## src/rtl/sar_scan_cfg.svh

```systemverilog
// Register offsets, field positions, reset values and timing counts
`ifndef SAR_SCAN_CFG_SVH
`define SAR_SCAN_CFG_SVH
`define OFF_MODE 12'h000
`define OFF_RUN 12'h004
`define OFF_SELECT 12'h008
`define OFF_IRQ_STATUS 12'h00c
`define OFF_IRQ_MASK 12'h010
`define OFF_BLOCK_CTRL 12'h014
`define OFF_RESULT_BASE 12'h040
`define OFF_RESULT_LAST 12'h07c
`define MODE_CONT_BIT 0
`define RUN_BIT 0
`define BLOCK_DISABLE_BIT 0
`define RESET_BLOCK_CTRL 1'b1
`define SAMPLE_TIME_NS 7300
`define CLOCK_PERIOD_NS 20
`define SAMPLE_CYCLES ((`SAMPLE_TIME_NS + `CLOCK_PERIOD_NS - 1) / `CLOCK_PERIOD_NS)
`define CONV_CYCLES 10
`endif

```

## src/rtl/sar_scan_pkg.sv

```systemverilog
// Types shared by the scan sequencer
package sar_scan_pkg;
   typedef enum logic [1:0] {st_idle, st_sample, st_convert, st_next} seq_state_t;
   typedef struct packed {
      logic [9:0] value;
      logic [2:0] chan;
      logic valid;
   } conv_result_t;
endpackage : sar_scan_pkg

```

## src/rtl/sar_adc_scan_sequencer.sv

```systemverilog
// Scan sequencer for an eight-channel SAR converter with APB registers
//
// The APB slave port and the register addresses were chosen for this implementation.
`timescale 1ns/1ns
`default_nettype none
`include "sar_scan_cfg.svh"

// What this block does
// - Converts only channels selected in the mask, storing into their own result.
// - Results of unselected channels stay untouched during a scan.
// - Run with empty mask keeps run at zero and converts nothing.
// - Writing run bit 0 to one starts scanning from the lowest channel.
// - Each result lands in that channel's low and high result pair.
// - Completion interrupt after the highest selected channel converts.
// - Single mode clears run after the last selected channel.
// - Continuous mode restarts from lowest channel while run stays set.
// - Mask captured at scan start, used until the completion interrupt.
// - Ten-bit result; low register holds bits 1:0 in bits 7:6.
// - High register holds result bits 9:2 in bits 7:0.
module sar_adc_scan_sequencer
   import sar_scan_pkg::*;
#(
   parameter int CHANNELS = 8,
   parameter int SAMPLE_CYCLES = `SAMPLE_CYCLES,
   parameter int CONV_CYCLES = `CONV_CYCLES
)
(
   input wire logic pclk,
   input wire logic presetn,
   input wire logic psel,
   input wire logic penable,
   input wire logic pwrite,
   input wire logic [11:0] paddr,
   input wire logic [31:0] pwdata,
   output logic [31:0] prdata,
   output logic pready,
   output logic pslverr,
   input wire logic [9:0] conv_data,
   output logic conv_start,
   output logic [2:0] conv_chan,
   output logic conv_done_irq,
   output logic converter_block_disable
);
   // ==========================================================
   // State
   typedef struct packed {
      seq_state_t state;
      logic continuous_scan_sel;
      logic conv_run;
      logic block_disable;
      logic [7:0] channel_select_reg;
      logic [7:0] scan_mask;
      logic [2:0] chan;
      logic [12:0] count;
      logic irq_status;
      logic irq_mask;
      logic irq;
      logic start;
      logic [31:0] rdata;
      logic ready;
      logic err;
      logic [7:0][9:0] result;
   } regs_t;
   regs_t r;
   regs_t next_r;
   logic [9:0] data_q1, data_q2;
   // Lowest set bit at or above a start index; 4'h8 when none
   function automatic logic [3:0] first_chan(input logic [7:0] m,
                                             input logic [3:0] from);
      logic [3:0] f;
      f = 4'h8;
      for (int i = 7; i >= 0; i--)
      begin
         if (m[i] && (4'(i) >= from))
         begin
            f = 4'(i);
         end
      end
      return f;
   endfunction : first_chan
   // Converter data comes from the analog side, resync before use
   always_ff @(posedge pclk or negedge presetn)
   begin
      if (!presetn)
      begin
         data_q1 <= 10'h000;
         data_q2 <= 10'h000;
      end
      else
      begin
         data_q1 <= conv_data;
         data_q2 <= data_q1;
      end
   end

   // ==========================================================
   // Next-state logic
   always_comb
   begin
      logic wr, rd, done_evt;
      logic [3:0] nxt;
      logic [11:0] ridx;
      // Writes land on the edge where pready is seen high
      wr = psel && penable && pwrite && r.ready;
      rd = psel && !penable;
      nxt = 4'h8;
      done_evt = 1'b0;
      ridx = 12'h000;
      next_r = r;
      next_r.ready = 1'b0;
      next_r.start = 1'b0;
      next_r.err = 1'b0;
      // Sequencer
      case (r.state)
         st_idle:
         begin
            next_r.count = 13'h0000;
         end
         st_sample:
         begin
            if (r.count >= 13'(SAMPLE_CYCLES - 1))
            begin
               next_r.count = 13'h0000;
               next_r.start = 1'b1;
               next_r.state = st_convert;
            end
            else
            begin
               next_r.count = r.count + 13'h0001;
            end
         end
         st_convert:
         begin
            if (r.count >= 13'(CONV_CYCLES - 1))
            begin
               next_r.result[r.chan] = data_q2;
               next_r.state = st_next;
            end
            else
            begin
               next_r.count = r.count + 13'h0001;
            end
         end
         default:
         begin
            next_r.count = 13'h0000;
            nxt = first_chan(r.scan_mask, {1'b0, r.chan} + 4'h1);
            if (nxt != 4'h8)
            begin
               next_r.chan = nxt[2:0];
               next_r.state = st_sample;
            end
            else
            begin
               done_evt = 1'b1;
               if (r.continuous_scan_sel)
               begin
                  next_r.scan_mask = r.channel_select_reg;
                  nxt = first_chan(r.channel_select_reg, 4'h0);
                  if (nxt == 4'h8)
                  begin
                     next_r.conv_run = 1'b0;
                     next_r.state = st_idle;
                  end
                  else
                  begin
                     next_r.chan = nxt[2:0];
                     next_r.state = st_sample;
                  end
               end
               else
               begin
                  next_r.conv_run = 1'b0;
                  next_r.state = st_idle;
               end
            end
         end
      endcase
      // Software stop aborts the scan at once; a conversion ending in the same cycle still stores its result
      if (wr && paddr == `OFF_RUN && !pwdata[`RUN_BIT])
      begin
         next_r.conv_run = 1'b0;
         next_r.state = st_idle;
      end
      if (wr && paddr == `OFF_RUN && pwdata[`RUN_BIT] && !r.conv_run)
      begin
         if (r.channel_select_reg != 8'h00 && !r.block_disable)
         begin
            next_r.scan_mask = r.channel_select_reg;
            nxt = first_chan(r.channel_select_reg, 4'h0);
            next_r.chan = nxt[2:0];
            next_r.conv_run = 1'b1;
            next_r.count = 13'h0000;
            next_r.state = st_sample;
         end
      end
      // Register writes
      if (wr)
      begin
         if (paddr == `OFF_MODE)
         begin
            next_r.continuous_scan_sel = pwdata[`MODE_CONT_BIT];
         end
         else if (paddr == `OFF_SELECT)
         begin
            next_r.channel_select_reg = pwdata[7:0];
         end
         else if (paddr == `OFF_IRQ_MASK)
         begin
            next_r.irq_mask = pwdata[0];
         end
         else if (paddr == `OFF_BLOCK_CTRL)
         begin
            next_r.block_disable = pwdata[`BLOCK_DISABLE_BIT];
            if (pwdata[`BLOCK_DISABLE_BIT])
            begin
               next_r.conv_run = 1'b0;
               next_r.state = st_idle;
            end
         end
         else if (paddr == `OFF_IRQ_STATUS && pwdata[0])
         begin
            next_r.irq_status = 1'b0;
         end
      end
      // Set beats clear in the same cycle
      if (done_evt)
      begin
         next_r.irq_status = 1'b1;
      end
      next_r.irq = next_r.irq_status && next_r.irq_mask;
      // No stray start pulse once a stop or disable has won
      next_r.start = next_r.start && (next_r.state == st_convert);
      // Read data during setup, answer with pready after one wait state, in the second access cycle
      if (rd)
      begin
         next_r.rdata = 32'h0000_0000;
         next_r.err = 1'b0;
         ridx = paddr - `OFF_RESULT_BASE;
         if (paddr == `OFF_MODE)
         begin
            next_r.rdata[0] = r.continuous_scan_sel;
         end
         else if (paddr == `OFF_RUN)
         begin
            next_r.rdata[0] = r.conv_run;
         end
         else if (paddr == `OFF_SELECT)
         begin
            next_r.rdata[7:0] = r.channel_select_reg;
         end
         else if (paddr == `OFF_IRQ_STATUS)
         begin
            next_r.rdata[0] = r.irq_status;
         end
         else if (paddr == `OFF_IRQ_MASK)
         begin
            next_r.rdata[0] = r.irq_mask;
         end
         else if (paddr == `OFF_BLOCK_CTRL)
         begin
            next_r.rdata[0] = r.block_disable;
         end
         else if (paddr >= `OFF_RESULT_BASE && paddr <= `OFF_RESULT_LAST
                  && paddr[1:0] == 2'b00)
         begin
            if (ridx[2])
            begin
               next_r.rdata[7:0] = r.result[ridx[5:3]][9:2];
            end
            else
            begin
               next_r.rdata[7:6] = r.result[ridx[5:3]][1:0];
            end
         end
         else
         begin
            next_r.err = 1'b1;
         end
      end
      if (psel && penable && !r.ready)
      begin
         next_r.ready = 1'b1;
         next_r.err = r.err && !pwrite; // Reads only
      end
   end
   // ==========================================================
   // State register
   always_ff @(posedge pclk or negedge presetn)
   begin
      if (!presetn)
      begin
         r <= '0;
         r.block_disable <= `RESET_BLOCK_CTRL;
      end
      else
      begin
         r <= next_r;
      end
   end
   // Outputs straight from flip-flops
   assign prdata = r.rdata;
   assign pready = r.ready;
   assign pslverr = r.err;
   assign conv_start = r.start;
   assign conv_chan = r.chan;
   assign conv_done_irq = r.irq;
   assign converter_block_disable = r.block_disable;
endmodule : sar_adc_scan_sequencer
`default_nettype wire

```

## config.mk

```make
export PLATFORM = sky130hd
export DESIGN_NAME = sar_adc_scan_sequencer
export DESIGN_NICKNAME = d
export VERILOG_FILES = /design/src/rtl/sar_scan_pkg.sv /design/src/rtl/sar_adc_scan_sequencer.sv
export VERILOG_INCLUDE_DIRS = /design/src /design/src/rtl
export SDC_FILE = /design/constraint.sdc
export NUM_CORES = 1
export LEC_CHECK = 0
export ABC_AREA = 1
export BUFFER_PORTS_ARGS = -buffer_cell sky130_fd_sc_hd__buf_2
export CAP_MARGIN = 0
export CORE_ASPECT_RATIO = 2
export CORE_UTILIZATION = 45
export CTS_CLUSTER_SIZE = 30
export DETAILED_ROUTE_END_ITERATION = 8
export GPL_ROUTABILITY_DRIVEN = 0
export HOLD_SLACK_MARGIN = 0.06
export PLACE_DENSITY = 0.72
export SLEW_MARGIN = 30
export SYNTH_ARGS = -nofsm -noshare
export SYNTH_HDL_FRONTEND = slang
export SYNTH_SLANG_ARGS = --single-unit
```

## constraint.sdc

```tcl
create_clock -name pclk -period 2 [get_ports pclk]
set_input_delay 0.6 -clock pclk [delete_from_list [all_inputs] [get_ports pclk]]
set_output_delay 0.6 -clock pclk [all_outputs]
set_load 0.005 [all_outputs]
```

Yosys cells after proc, flatten, opt, wreduce, memory -nomap -nowiden
Cells that the tools add are included.
{"block": "totals", "n_memories": 0, "latchBits": 0, "mem_bits_rw": 0, "out_inout_bits": 40, "rom_bits": 0, "reg_bits": 151}
{"block": "classes", "mux": 99, "n_eq_ne": 10, "bitwise": 3, "mul": 0, "n_reduce_logical": 40, "order_cmp": 15, "n_div": 0, "addsub": 3, "shifts": 0}
{"cell": "$bwmux 80", "n": 1}
{"cell": "$mux 4", "n": 20}
{"cell": "$mux 24", "n": 2}
{"cell": "$mux 13", "n": 3}
{"cell": "$mux 2", "n": 19}
{"cell": "$mux 7", "n": 5}
{"cell": "$mux 1", "n": 33}
{"cell": "$mux 8", "n": 4}
{"cell": "$bmux 10 s3", "n": 1}
{"cell": "$demux 10 s3", "n": 1}
{"cell": "$mux 10", "n": 3}
{"cell": "$pmux 13 s2", "n": 1}
{"cell": "$logic_and 1x1->1", "n": 25}
{"cell": "$eq 12x4->1 const B", "n": 2}
{"cell": "$eq 12x5->1 const B", "n": 2}
{"cell": "$mux 11", "n": 2}
{"cell": "$ge 3x4->1 const A", "n": 4}
{"cell": "$add 13x1->13 const B", "n": 1}
{"cell": "$ge 13x4->1 const B", "n": 1}
{"cell": "$ge 13x9->1 const B", "n": 1}
{"cell": "$eq 12x3->1 const B", "n": 1}
{"cell": "$ge 12x7->1 const B", "n": 1}
{"cell": "$le 12x7->1 const B", "n": 1}
{"cell": "$logic_not 12->1", "n": 1}
{"cell": "other kinds (21)", "n": 35}

Logic depth before layout (Yosys ltp)
{"block": "logic_depth", "ltp_word": 31, "mapped_depth": 15, "mapped_depth_nobuf": 15}

Least setup slack after synthesis
OpenSTA, ideal clock, no wires.
{"block": "synth_path", "path_kind": "input to register", "startpoint": "input port paddr[3]", "endpoint": "register r, in the netlist conv_chan[0]", "arrival_ps": 1866, "slack_ps": 5, "t_required_ps": 1871, "cell_stages": 11, "cell_sequence": "buf_4 > inv_4 > nand2_1 > nor2_1 > nand2_1 > inv_1 > nand2_1 > nor2_1 > inv_2 > or2_2 > a21boi_0"}
{"item": "start, declared", "line_no": "sar_adc_scan_sequencer.sv:33", "rtl": "input wire logic [11:0] paddr,"}
{"item": "end signal, assigned", "line_no": "sar_adc_scan_sequencer.sv:298", "rtl": "r <= next_r;"}
{"item": "end, declared", "line_no": "sar_adc_scan_sequencer.sv:64", "rtl": "regs_t r;"}

==> reports/results.ini <==
[critical_path]
crit_path_end_kind = register
cp-start-kind = register
required_ns = 2.36
crit_fanout = 8
r2r_cells = 12
path_class = reg2reg
arrival_ns = 2.39

[power_and_ir_drop]
seqPwrFrac = 0.451
leakage_nw = 4.58
p_int_mw = 5.20
power_frac_comb = 0.052
p_switching_mw = 1.63
switching_share = 0.239
fin_total_pwr_mw = 6.83
powerDensity_nw_per_um2 = 747
max-vdd-ir-drop_mv = 0.587
pwr-share-clk = 0.497

[clock_tree]
insertion_delay_ns = 0.43
cts_hold_buffers = 0
clockBufferDepth = 2
clockRootBuffer = clkbuf_16
cts_buffers = 17
h-tree-depth = 4
clk_transition_reported_paths_ns = 0.06
cts_num_sinks = 151
cts_tree = yes

[global_route]
antenna_found_initial = 0
gr-total-overflow = 0
grt_max_degree = 48
grt_use_total = 0.241
grt_pass1_vias = 6455
grt_pass1_wl_mm = 30.8

[yosys]
synthDistinctLibCells = 43
ys.warnings.count = 0
yosysSeqAreaShare = 0.512
synth-seq-cells = 151
synth_async_sr_flop_share = 1.00
synth-edff-count = 0
netlist_area_um2 = 7390
synth_ff_type = dfrtp_1
synth_cells = 907
syn_avg_cell_area_um2 = 8.15

[die]
core-area_um2 = 15900
dieArea_um2 = 17000
fp-row-count = 65
die_h_um = 183
die_w_um = 92.6
start_util = 0.464
io_pins = 99

[placement]
dp.cells = 1199
dp_hpwl_mm = 14.0
io_buffers = 50

[routing]
viasPerCell = 5.24
firstDrtPassIters = 5
drc = 0
vias = 6477
wl_mm = 19.5
antenna_left = 0
wire_per_inst_um = 15.8
drtIter0Drc = 429

[timing]
setup_slack_ns = -0.0330
slew_violations = 0
finalCriticalPeriod_ns = 2.03
setup_viol = 8
holdWs_ns = 0.112
clock.fmax_mhz = 492
rsz0062_at_grt = yes
worst_clock_skew_ns = 0.00700
timing_hold_violations_final = 0
finalCritPeriodShare = 1.02

[run_status]
outcome = complete, but fails checks
violations = setup timing

[cells_and_area]
final_cells = 1235
area_growth_pct = 23.8
layout_commonest_cell = nand2_1
antenna_cells = 0
final_cell_mix = nand2_1, dfrtp_1, o21ai_0
fin_nets = 1090
drive_gt1_frac = 0.211

[worst_hold_path]
min_path_type = in2async

[job]
drv_cap = 0

-- cell usage after synthesis (2+ instances only) --
| cell type | count | area, µm² |
|---|---|---|
| a211oi_1 | 4 | 30.0 |
| a21oi_1 | 37 | 185 |
| a21oi_2 | 2 | 17.5 |
| a22oi_1 | 2 | 15.0 |
| a31oi_1 | 3 | 18.8 |
| buf_2 | 13 | 65.1 |
| buf_4 | 36 | 270 |
| buf_6 | 2 | 22.5 |
| clkbuf_1 | 15 | 56.3 |
| clkinv_1 | 2 | 7.51 |
| dfrtp_1 | 150 | 3750 |
| ha_1 | 9 | 113 |
| inv_1 | 85 | 319 |
| mux2i_1 | 4 | 40.0 |
| nand2_1 | 222 | 833 |
| nand2_2 | 2 | 12.5 |
| nand3_1 | 34 | 170 |
| nand3b_1 | 3 | 22.5 |
| nand4_1 | 13 | 81.3 |
| nor2_1 | 90 | 338 |
| nor2_2 | 2 | 12.5 |
| nor3_1 | 13 | 65.1 |
| o211ai_1 | 6 | 45.0 |
| o21ai_0 | 125 | 626 |
| o22ai_1 | 10 | 62.6 |
| or2_2 | 4 | 25.0 |
| xor2_1 | 3 | 26.3 |
-- power groups by stage --
stage | clock network (mW) | registers (mW) | logic, mW
global placement | 0 | 3.14 | 0.349
finish | 3.40 | 3.08 | 0.353
global route | 3.60 | 3.08 | 0.393
CTS | 3.44 | 3.08 | 0.355
detailed placement | 0 | 3.14 | 0.353
floorplan | 0 | 3.14 | 0.161
-- per-layer routing --
layer  up-vias  global-route usage  routed length (µm)
met4         0               0.146                 942
met1      3077               0.235                6890
met2       211               0.458               11000
met5         -                   0                   0
li1       3130                   -                   -
met3        59              0.0415                 727
-- flip-flops by register name, summed over array words and instances (netlist names) --
register and count:
pslverr 1, data_q2 10, conv_start 1, conv_done_irq 1, prdata 8, conv_chan 3, data_q1 10, r 115
converter_block_disable 1, pready 1
-- worst max-delay path, cell delays in order, from the launching register on --
cell      delay, ns
dfrtp_1        0.41
ha_2           0.22
inv_2          0.05
nand2_4        0.05
nand2_4        0.05
o211ai_1       0.26
nand2_1        0.14
nor2_2         0.16
nand2_2        0.09
o21ai_4        0.21
buf_12         0.18
nor2_1         0.05
a21oi_2        0.09
-- final cells by class --
cell class / count / area, µm²
clock inverters: 14 / 191
repair buffers: 139 / 1120
clock buffers: 17 / 425
well taps: 201 / 251
multi-input cells: 623 / 3040
flip-flops and latches: 151 / 3780
fillers: 1447 / 6790
inverters: 90 / 348
-- logic make-up (layout without fill, tap and decap cells) --
group,Yosys count,in the layout,synth area share
and+or+nand+nor,385,386,0.215
AOI/OAI and AO/OA,196,196,0.144
buffers and inverters,157,260,0.103
DFF,151,151,0.512
adders and majority gates,9,9,0.0152
xor gates and xnor gates,4,4,0.00474
muxes,4,4,0.00542
other,1,24,0.000508
-- what timing repair did --
item,CTS,global route
pin swaps,3,14
cloned,0,2
gates resized for setup,4,37
buffers inserted,2,1
setup endpoints to repair,30,83
-- metrics by stage --
step	area [µm²]	setup TNS, ns	worst slack (ns)	utilization
global placement	8370	-11.04	-0.304	0.525
detailed placement	8370	-12.10	-0.338	0.525
CTS	9020	0	0.00358	0.566
global route	9150	-1.05	-0.126	0.574
floorplan	7470	0	0.00526	-
finish	9150	-0.206	-0.0330	0.574
-- worst paths after layout --
| kind | slack, ns | to | from |
|---|---|---|---|
| max | -0.03 | r[140] | conv_chan[1] |
| min | 0.11 | data_q1[4] | presetn |
| max reg2reg | -0.03 | r[140] | conv_chan[1] |
| min reg2reg | 0.35 | data_q2[4] | data_q1[4] |
| max in group asynchronous | 1.25 | converter_block_disable | presetn |
| min in group pclk | 0.27 | data_q1[9] | conv_data[9] |
No activity file was read; power rests on OpenSTA's default activity.
